**config.mk**
```make
export PLATFORM = sky130hd
export DESIGN_NAME = accel_power_selftest_fifo_regs
export DESIGN_NICKNAME = d
export VERILOG_FILES = /design/src/accel_power_selftest_fifo_regs.v /design/src/sample_queue.v
export VERILOG_INCLUDE_DIRS = /design/src
export SDC_FILE = /design/constraint.sdc
export NUM_CORES = 1
export LEC_CHECK = 0
export BUFFER_PORTS_ARGS = -buffer_cell sky130_fd_sc_hd__buf_2
export CAP_MARGIN = 20
export CORE_MARGIN = 2
export CORE_UTILIZATION = 62
export CTS_BUF_LIST = sky130_fd_sc_hd__clkbuf_16
export DETAILED_ROUTE_END_ITERATION = 8
export PLACE_DENSITY = 0.76
export SYNTH_ARGS = -nofsm -noshare
export SYNTH_HDL_FRONTEND = slang
export SYNTH_SLANG_ARGS = --single-unit
```
**constraint.sdc**
```tcl
create_clock -name mclk -period 3.4 [get_ports mclk]
set_clock_uncertainty 0.05 [all_clocks]
set_input_delay 0.34 -clock mclk [delete_from_list [all_inputs] [get_ports mclk]]
set_output_delay 0.34 -clock mclk [all_outputs]
set_load 0.02 [all_outputs]
```
**src/accel_regs_map.vh**
```
// register offsets, field positions, reset values and timing counts
`ifndef ACCEL_REGS_MAP_VH
`define ACCEL_REGS_MAP_VH

`define ADDR_MEASURE        8'h3e
`define ADDR_POWER_CONTROL  8'h3f
`define ADDR_SELFCHECK      8'h40
`define ADDR_SOFT_RESET     8'h41
`define ADDR_QUEUE_READ     8'h42

`define RST_POWER_CONTROL   8'h00
`define RST_SELFCHECK       8'h00
`define RST_MEASURE         8'h00
`define SOFT_RESET_CODE     8'h52

`define PC_FAST_SERIAL      7
`define PC_WAKE_LEVEL       5
`define PC_SETTLE_SEL       4
`define PC_LOWPASS_BYP      3
`define PC_HIGHPASS_BYP     2
`define PC_MODE_HI          1
`define PC_MODE_LO          0
`define PC_WRITE_MASK       8'hbf

`define SC_TRIGGER          0
`define SC_FINISHED         1

`define MODE_STANDBY        2'b00
`define MODE_WAKEUP         2'b01
`define MODE_INSTANT_ON     2'b10
`define MODE_MEASURE        2'b11

`define BW_160              3'b000
`define BW_320              3'b001
`define BW_640              3'b010
`define BW_1280             3'b011
`define BW_2560             3'b100

`define CLK_PERIOD_PS       10000
`define SETTLE_LONG_US      462500
`define SETTLE_LONG_CYCLES  ((`SETTLE_LONG_US * 1000) / (`CLK_PERIOD_PS / 1000))
`define SETTLE_SHORT_ODRS   4
`define SELFCHECK_CYCLES    64

`endif

```
**src/accel_power_selftest_fifo_regs.v**
```verilog
// upper register bank: bandwidth, power control, self test, soft reset, queue read port
//
// How it works
// RULE_01: bandwidth field codes 000 and 001 pick 160 Hz and 320 Hz.
// RULE_02: codes 010, 011, 100 pick 640, 1280, 2560 Hz.
// RULE_03: power control at 0x3F, resets to 0x00: standby, filters on.
// RULE_04: power control bit 7 set selects fast serial mode.
// RULE_05: power control bit 5 picks low or high wake level.
// RULE_06: settling select 0 waits 462.5 ms before data valid.
// RULE_07: settling select 1 waits four output-data-rate periods.
// RULE_08: bit 3 set bypasses the low-pass filter.
// RULE_09: bit 2 set bypasses the high-pass filter.
// RULE_10: mode 11 measure, 10 instant-on, 01 wake-up, 00 standby.
// RULE_11: writing 1 to bit 0 at 0x40 runs self test.
// RULE_12: writing 0 ends self test; bit 1 reports finished.
// RULE_13: writing 0x52 to 0x41 fully resets the device.
// RULE_14: direct read at 0x42 pops one two-byte word.
// RULE_15: popped word goes out as two bytes, high byte first.
// RULE_16: continued reads at 0x42 pop a new word every third read.
// RULE_17: bursts starting at 0x42 keep the address pointer fixed.
// RULE_18: reaching 0x42 by auto-increment does not pop.
// RULE_19: auto-incremented read of 0x42 returns zero and moves on.
// RULE_20: other writes to reset register ignored; reserved bits read zero.
`timescale 1ns/1ps
`include "accel_regs_map.vh"
module accel_power_selftest_fifo_regs #(
	parameter SETTLE_LONG_CYCLES = `SETTLE_LONG_CYCLES
) (
	input  wire        mclk,
	input  wire        reset,
	input  wire        odr_tick,
	input  wire        sample_push,
	input  wire [15:0] sample_data,
	input  wire        acc_start,
	input  wire [7:0]  acc_addr,
	input  wire        acc_wr,
	input  wire [7:0]  acc_wdata,
	input  wire        acc_rd,
	output reg  [7:0]  acc_rdata,
	output reg  [7:0]  acc_addr_ptr,
	output reg  [2:0]  bandwidth_code,
	output reg  [11:0] bandwidth_hz,
	output reg  [1:0]  op_mode,
	output reg         measure_active,
	output reg         instant_on_active,
	output reg         wakeup_active,
	output reg         fast_serial_select,
	output reg         wake_level_select,
	output reg         lowpass_bypass,
	output reg         highpass_bypass,
	output reg         data_valid,
	output reg         selfcheck_run,
	output reg         device_reset
);
	localparam [2:0] ST_IDLE  = 3'b001;
	localparam [2:0] ST_RUN   = 3'b010;
	localparam [2:0] SELFCHECK_FINISHED  = 3'b100;

	reg  [7:0]  measure_reg;
	reg  [7:0]  power_control_reg;
	reg  [2:0]  st_state_reg;
	reg  [7:0]  st_count_reg;
	reg         st_finished_reg;
	reg  [31:0] settle_count_reg;
	reg  [2:0]  odr_count_reg;
	reg  [1:0]  byte_phase_reg;
	reg         burst_direct_reg;
	reg  [15:0] word_hold_reg;
	reg         first_access_reg;
	reg         soft_reset_reg;
	reg  [7:0]  rdata_next;
	reg         pop_next;

	wire        rst_all;
	wire [15:0] head_data;
	wire        queue_empty;
	wire        mode_change;
	wire        at_queue;

	assign rst_all  = reset | soft_reset_reg; // [RULE_13]
	assign at_queue = (acc_addr_ptr == `ADDR_QUEUE_READ);
	assign mode_change = acc_wr && acc_addr_ptr == `ADDR_POWER_CONTROL;

	function [11:0] bw_hz;
		input [2:0] code;
		begin
			case (code)
				`BW_160:  bw_hz = 12'd160;  // [RULE_01]
				`BW_320:  bw_hz = 12'd320;  // [RULE_01]
				`BW_640:  bw_hz = 12'd640;  // [RULE_02]
				`BW_1280: bw_hz = 12'd1280; // [RULE_02]
				`BW_2560: bw_hz = 12'd2560; // [RULE_02]
				default:  bw_hz = 12'd160;
			endcase
		end
	endfunction

	sample_queue u_queue (
		.mclk      (mclk),
		.reset     (rst_all),
		.push      (sample_push),
		.push_data (sample_data),
		.pop       (pop_next),
		.head_data (head_data),
		.empty     (queue_empty)
	);

	// address pointer: load on start, step after each byte except at the queue port in a burst that started there
	always @(posedge mclk) begin
		if (rst_all) begin
			acc_addr_ptr     <= 8'h00;
			first_access_reg <= 1'b0;
			burst_direct_reg <= 1'b0;
		end else if (acc_start) begin
			acc_addr_ptr     <= acc_addr;
			first_access_reg <= 1'b1;
			burst_direct_reg <= (acc_addr == `ADDR_QUEUE_READ);
		end else if (acc_rd || acc_wr) begin
			first_access_reg <= 1'b0;
			if (!(at_queue && burst_direct_reg)) // [RULE_17]
				acc_addr_ptr <= acc_addr_ptr + 8'h01; // [RULE_19]
		end
	end

	// read mux and pop decision
	always @* begin
		rdata_next = 8'h00;
		pop_next   = 1'b0;
		case (acc_addr_ptr)
			`ADDR_MEASURE:       rdata_next = measure_reg;
			`ADDR_POWER_CONTROL: rdata_next = power_control_reg & `PC_WRITE_MASK; // [RULE_20]
			`ADDR_SELFCHECK:     rdata_next = {6'h00, st_finished_reg,
				power_control_reg[0] & 1'b0 | selfcheck_run}; // [RULE_20]
			`ADDR_QUEUE_READ: begin
				if (burst_direct_reg) begin
					if (byte_phase_reg == 2'd1)
						rdata_next = word_hold_reg[15:8]; // [RULE_15]
					else if (byte_phase_reg == 2'd2)
						rdata_next = word_hold_reg[7:0]; // [RULE_15]
					else
						rdata_next = 8'h00;
					pop_next = acc_rd && (byte_phase_reg == 2'd0); // [RULE_14] [RULE_16]
				end else begin
					rdata_next = 8'h00; // [RULE_18] [RULE_19]
				end
			end
			default:             rdata_next = 8'h00;
		endcase
	end

	// byte phase of the queue port: pop, high byte, low byte, then pop again
	always @(posedge mclk) begin
		if (rst_all || acc_start) begin
			byte_phase_reg <= 2'd0;
			word_hold_reg  <= 16'h0000;
			acc_rdata      <= 8'h00;
		end else if (acc_rd) begin
			acc_rdata <= rdata_next;
			if (at_queue && burst_direct_reg) begin
				if (byte_phase_reg == 2'd2)
					byte_phase_reg <= 2'd0; // [RULE_16]
				else
					byte_phase_reg <= byte_phase_reg + 2'd1;
			end
		end else if (byte_phase_reg == 2'd1 && !acc_rd) begin
			word_hold_reg <= head_data;
		end
	end

	// writable registers
	always @(posedge mclk) begin
		if (rst_all) begin
			measure_reg       <= `RST_MEASURE;
			power_control_reg <= `RST_POWER_CONTROL; // [RULE_03]
			soft_reset_reg    <= 1'b0;
		end else begin
			soft_reset_reg <= 1'b0;
			if (acc_wr) begin
				case (acc_addr_ptr)
					`ADDR_MEASURE:       measure_reg <= acc_wdata;
					`ADDR_POWER_CONTROL: power_control_reg <= acc_wdata & `PC_WRITE_MASK;
					`ADDR_SOFT_RESET:
						if (acc_wdata == `SOFT_RESET_CODE)
							soft_reset_reg <= 1'b1; // [RULE_13] [RULE_20]
					default:             measure_reg <= measure_reg;
				endcase
			end
		end
	end

	// self test sequence
	always @(posedge mclk) begin
		if (rst_all) begin
			st_state_reg    <= ST_IDLE;
			st_count_reg    <= 8'h00;
			st_finished_reg <= 1'b0;
			selfcheck_run   <= 1'b0;
		end else begin
			if (acc_wr && acc_addr_ptr == `ADDR_SELFCHECK && !acc_wdata[`SC_TRIGGER]) begin
				st_state_reg    <= ST_IDLE; // [RULE_12]
				st_finished_reg <= 1'b0;
				selfcheck_run   <= 1'b0;
				st_count_reg    <= 8'h00;
			end else begin
				case (st_state_reg)
					ST_IDLE:
						if (acc_wr && acc_addr_ptr == `ADDR_SELFCHECK) begin
							st_state_reg  <= ST_RUN; // [RULE_11]
							selfcheck_run <= 1'b1;
							st_count_reg  <= 8'h00;
						end
					ST_RUN: begin
						st_count_reg <= st_count_reg + 8'h01;
						if (st_count_reg == `SELFCHECK_CYCLES - 1) begin
							st_state_reg    <= SELFCHECK_FINISHED;
							st_finished_reg <= 1'b1; // [RULE_12]
						end
					end
					SELFCHECK_FINISHED:
						st_finished_reg <= 1'b1;
					default:
						st_state_reg <= ST_IDLE;
				endcase
			end
		end
	end

	// filter settling: restarts on any power control write
	always @(posedge mclk) begin
		if (rst_all || mode_change) begin
			settle_count_reg <= 32'h0000_0000;
			odr_count_reg    <= 3'h0;
			data_valid       <= 1'b0;
		end else if (power_control_reg[1:0] == `MODE_STANDBY) begin
			data_valid <= 1'b0;
		end else if (!data_valid) begin
			if (power_control_reg[`PC_SETTLE_SEL]) begin
				if (odr_tick)
					odr_count_reg <= odr_count_reg + 3'h1;
				if (odr_tick && odr_count_reg == `SETTLE_SHORT_ODRS - 1)
					data_valid <= 1'b1; // [RULE_07]
			end else begin
				settle_count_reg <= settle_count_reg + 32'h0000_0001;
				if (settle_count_reg == SETTLE_LONG_CYCLES - 1)
					data_valid <= 1'b1; // [RULE_06]
			end
		end
	end

	// decoded control outputs
	always @(posedge mclk) begin
		if (rst_all) begin
			bandwidth_code     <= 3'b000;
			bandwidth_hz       <= 12'd160;
			op_mode            <= `MODE_STANDBY;
			measure_active     <= 1'b0;
			instant_on_active  <= 1'b0;
			wakeup_active      <= 1'b0;
			fast_serial_select <= 1'b0;
			wake_level_select  <= 1'b0;
			lowpass_bypass     <= 1'b0;
			highpass_bypass    <= 1'b0;
			device_reset       <= 1'b1;
		end else begin
			bandwidth_code     <= measure_reg[2:0];
			bandwidth_hz       <= bw_hz(measure_reg[2:0]); // [RULE_01] [RULE_02]
			op_mode            <= power_control_reg[1:0];
			measure_active     <= power_control_reg[1:0] == `MODE_MEASURE; // [RULE_10]
			instant_on_active  <= power_control_reg[1:0] == `MODE_INSTANT_ON; // [RULE_10]
			wakeup_active      <= power_control_reg[1:0] == `MODE_WAKEUP; // [RULE_10]
			fast_serial_select <= power_control_reg[`PC_FAST_SERIAL]; // [RULE_04]
			wake_level_select  <= power_control_reg[`PC_WAKE_LEVEL]; // [RULE_05]
			lowpass_bypass     <= power_control_reg[`PC_LOWPASS_BYP]; // [RULE_08]
			highpass_bypass    <= power_control_reg[`PC_HIGHPASS_BYP]; // [RULE_09]
			device_reset       <= 1'b0;
		end
	end
endmodule

```
**src/sample_queue.v**
```verilog
// small sample queue with registered read data
`timescale 1ns/1ps
module sample_queue (
	input  wire        mclk,
	input  wire        reset,
	input  wire        push,
	input  wire [15:0] push_data,
	input  wire        pop,
	output reg  [15:0] head_data,
	output reg         empty
);
	reg [15:0] mem [0:31];
	reg [4:0]  wr_ptr_reg;
	reg [4:0]  rd_ptr_reg;
	reg [5:0]  count_reg;
	wire       do_pop;
	wire       do_push;

	assign do_pop  = pop && (count_reg != 6'h00);
	assign do_push = push && ((count_reg != 6'h20) || do_pop);

	always @(posedge mclk) begin
		if (do_push)
			mem[wr_ptr_reg] <= push_data;
	end

	always @(posedge mclk) begin
		if (reset) begin
			wr_ptr_reg <= 5'h00;
			rd_ptr_reg <= 5'h00;
			count_reg  <= 6'h00;
			head_data  <= 16'h0000;
			empty      <= 1'b1;
		end else begin
			if (do_push)
				wr_ptr_reg <= wr_ptr_reg + 5'h01;
			if (do_pop) begin
				head_data  <= mem[rd_ptr_reg];
				rd_ptr_reg <= rd_ptr_reg + 5'h01;
			end
			if (do_push && !do_pop)
				count_reg <= count_reg + 6'h01;
			else if (do_pop && !do_push)
				count_reg <= count_reg - 6'h01;
			empty <= ((count_reg == 6'h01) && do_pop && !do_push) ||
				((count_reg == 6'h00) && !do_push);
		end
	end
endmodule
```
==> flow_summary.toml <==
[power]
p_seq_share_pct = 53.8
power_density_mw_per_mm2 = 564.2
p_leak_nw = 9.444
netSwitchingFraction_pct = 21.63
power_switching_w = 0.003595
intPower_w = 0.01302
power_frac_comb_pct = 4.8
vdd.ir_drop.worst_mv = 0.6717
finalPower_w = 0.01662
power.share.clock_pct = 41.3

[cts]
cts_root_buffer = "clkbuf_16"
clk_path_buf_depth = 3
clk_pin_slew_ns = 0.06
insertion_delay_ns = 0.60
cts_tree = "built"
clkSinkCount = 664
htree_num_levels = 3
cts_made_buffers = 67

[route]
drt-total-wl_um = 57230
via_per_inst = 6.386
drtPass1Iterations = 5
dr.first_iter.drc_count = 1778
drtAntennaViolNets = 0
drc_errors = 0
post_drt_wl_per_cell_um = 24.13
vias = 15150

[logic_synthesis]
post_synth_fa_ha_maj_area_fraction_pct = 0.9396
synth_area_mm2 = 0.02610
yosys.area_share.simple_pct = 7.090
synth_compound_area_share_pct = 6.515
avgSynthCellArea_um2 = 15.77
synth_top_family_by_area = "multiplexers"
synth_seq_cells = 664
async_flop_share_pct = 0
synth_top_cell_area_share_pct = 58.90
synth_area_leaders = "edfxtp_1 (59%), dfxtp_1 (12%), mux4_2 (8.4%)"
synth_ff_type = "edfxtp_1"
synthMuxAreaShare_pct = 11.71
synth_area_leader_cell = "edfxtp_1"
yosysSeqAreaShare_pct = 70.56
synthCells = 1655
ys_types = 65
synth-edff-count = 512
synth_xor_area_share_pct = 1.174
yosysWarnings = 0

[run]
drv_cap = 0

[floorplan]
dieHeight_um = 209.2
dieArea_mm2 = 0.04376
pin_count = 82
die_w_um = 209.2
fp-row-count = 75
core_mm2 = 0.04176
start_util_pct = 62.50

[sta]
setup_viol = 0
report.final.slew_viol_count = 0
setup_tns_ns = 0
layout_setup_ws_ns = 0.2962
worstMarginPinSlew_ns = 0.9980
hold_viol = 0
finalCritPeriodShare_pct = 91.29
max_freq_mhz = 322.2
rsz0062_at_grt = "false"
min_period_ns = 3.104
max_slew_margin_pct = 33.33

[worst_setup_path]
crit_type = "reg -> reg"
cp_max_fo = 6
cpMaxStageDelayCell = "or4_1"
cp_slowest_stage_delay_ns = 0.62
startpoint_type = "register"
crit_family = "simple AND/OR/NAND/NOR gates"
critPathCaptureType = "register"
rr_worst_depth = 12
crit_buf_inv = 2
crit_cells = 12
cp.arrival_ns = 3.57
cp.required_ns = 3.86
crit_chain = "or4_1 -> nor3_4 -> nor2_4 -> inv_2 -> ha_1 -> inv_2 -> ha_1 -> a21o_1 -> a21oi_1 -> o21ai_0 -> a311o_1 -> o21ai_0"

[cells_and_area]
largest_reg_flops = 512
ff_latch_area_mm2 = 0.01843
multi_input_area_mm2 = 0.007191
n_antenna_cell = 0
fillers = 2600
final_area_mm2 = 0.02945
area_delta_synth_final_pct = 12.85
layout-drive-gt1-share_pct = 18.93
layout.nets = 1842
utilization_pct = 70.53

[placement]
place_area_mm2 = 0.02727
place_congestion = 0.8915
io_buffers = 76
pre_cts_slack_ns = 0.1905
dpl.hpwl_um = 33880

[global_route]
grt_pass1_wl_um = 87660
grt_overflow = 0
grt_max_degree = 38
grt_pass1_vias = 14850
grt_antenna_before_repair = 0
grt_util_all_layers_pct = 26.63

[run_status]
status = "completed"

[hold_path]
hp-class = "in -> reg"
hold_path_depth = 3
power by group through the flow:
stage,Clock (W),Sequential [W],Combinational [W]
global placement,0,0.00910,0.000752
detailed placement,0,0.00911,0.000768
global route,0.00726,0.00896,0.000878
finish,0.00687,0.00895,0.000800
floorplan,0,0.00911,0.000448
CTS,0.00695,0.00895,0.000788
what timing repair did:
action | 4_1_cts | 5_1_grt
gates resized for setup | 0 | 2
buffers inserted | 0 | 1
hold buffers | 13 | 0
endpoints found under the setup margin | 0 | 1
hold endpoints to repair | 17 | 0
worst register-to-register path: cells and delay by family, from the launching register on:
family | cells | cell delay (ns)
AO/OA/AOI/OAI | 5 | 0.93
AND/OR/NAND/NOR | 3 | 0.96
flip-flops | 1 | 0.34
buffers and inverters | 2 | 0.21
adder cells (fa/ha/maj) | 2 | 0.54
kinds of logic after synthesis:
kind of cell,Yosys count
mux,184
xor+xnor,35
fa+ha+maj,19
compound gates,260
flops,664
simple gates,371
other cells,1
buf+inv,121
metal layers:
metal / wire [um] / up-vias / global-route usage (%)
met3: 4537 / 115 / 4.448
met2: 27450 / 686 / 42.10
met1: 23900 / 7613 / 38.80
li1: - / 6734 / -
met4: 1340 / 0 / 7.931
met5: 0 / - / 0
layout make-up:
type	count	share of cell area, %
clock inverter	48	0.9940
clock buffer	70	5.947
sequential	664	62.56
inverter	24	0.3058
timing repair buffer	153	3.492
tap	539	2.290
multi-input combinational	874	24.41
final timing paths:
check	slack, ns	endpoint	start
setup / recovery	0.30	u_queue.count_reg[5]	u_queue.count_reg[1]
hold / removal	0.02	acc_addr_ptr[5]	acc_addr[5]
setup reg to reg	0.30	u_queue.count_reg[5]	u_queue.count_reg[1]
hold reg to reg	0.40	measure_reg[5]	measure_reg[5]
synth_stat cells (all sizes together) (25+ instances only):
cell type	number
nand3	37
clkbuf	59
nor3	26
buf	38
o221ai	31
o21ai	49
nand2	107
dfxtp	152
mux2i	87
a21oi	96
edfxtp	512
mux4	97
a22oi	25
nor2	93
xnor2	26
placed cells by master (no fill, tap or decap), types with 6 or more instances in the layout:
master	netlist	routed
mux2i_1	87	87
clkbuf_16	0	70
or3_1	15	15
buf_2	24	76
nand4_1	10	10
nand2_1	107	107
nand3_1	37	37
and2_1	12	12
o221ai_1	31	31
nor3_1	25	25
inv_1	22	34
clkinv_1	1	17
clkinv_2	0	10
xnor2_1	26	26
and3_1	9	9
a22oi_1	25	25
edfxtp_1	512	512
nor2b_1	10	9
dlygate4sd3_1	0	13
dfxtp_1	152	149
buf_4	8	61
xor2_1	9	9
nor3b_1	6	6
nor4_1	14	14
a21oi_1	96	96
a32o_1	16	16
mux4_2	97	97
a31oi_1	8	8
nor2_1	90	90
ha_1	18	18
o21ai_0	49	49
metrics by stage:
| stage | hold WS, ns | instances |
|---|---|---|
| detailed placement | 0.3972 | 2240 |
| CTS | 0.008420 | 2371 |
| global placement | 0.3894 | 2240 |
| finish | 0.02198 | 2372 |
| global route | 0.02842 | 2372 |
| floorplan | 0.3758 | 1659 |
Power figures use the tool's default switching activity.
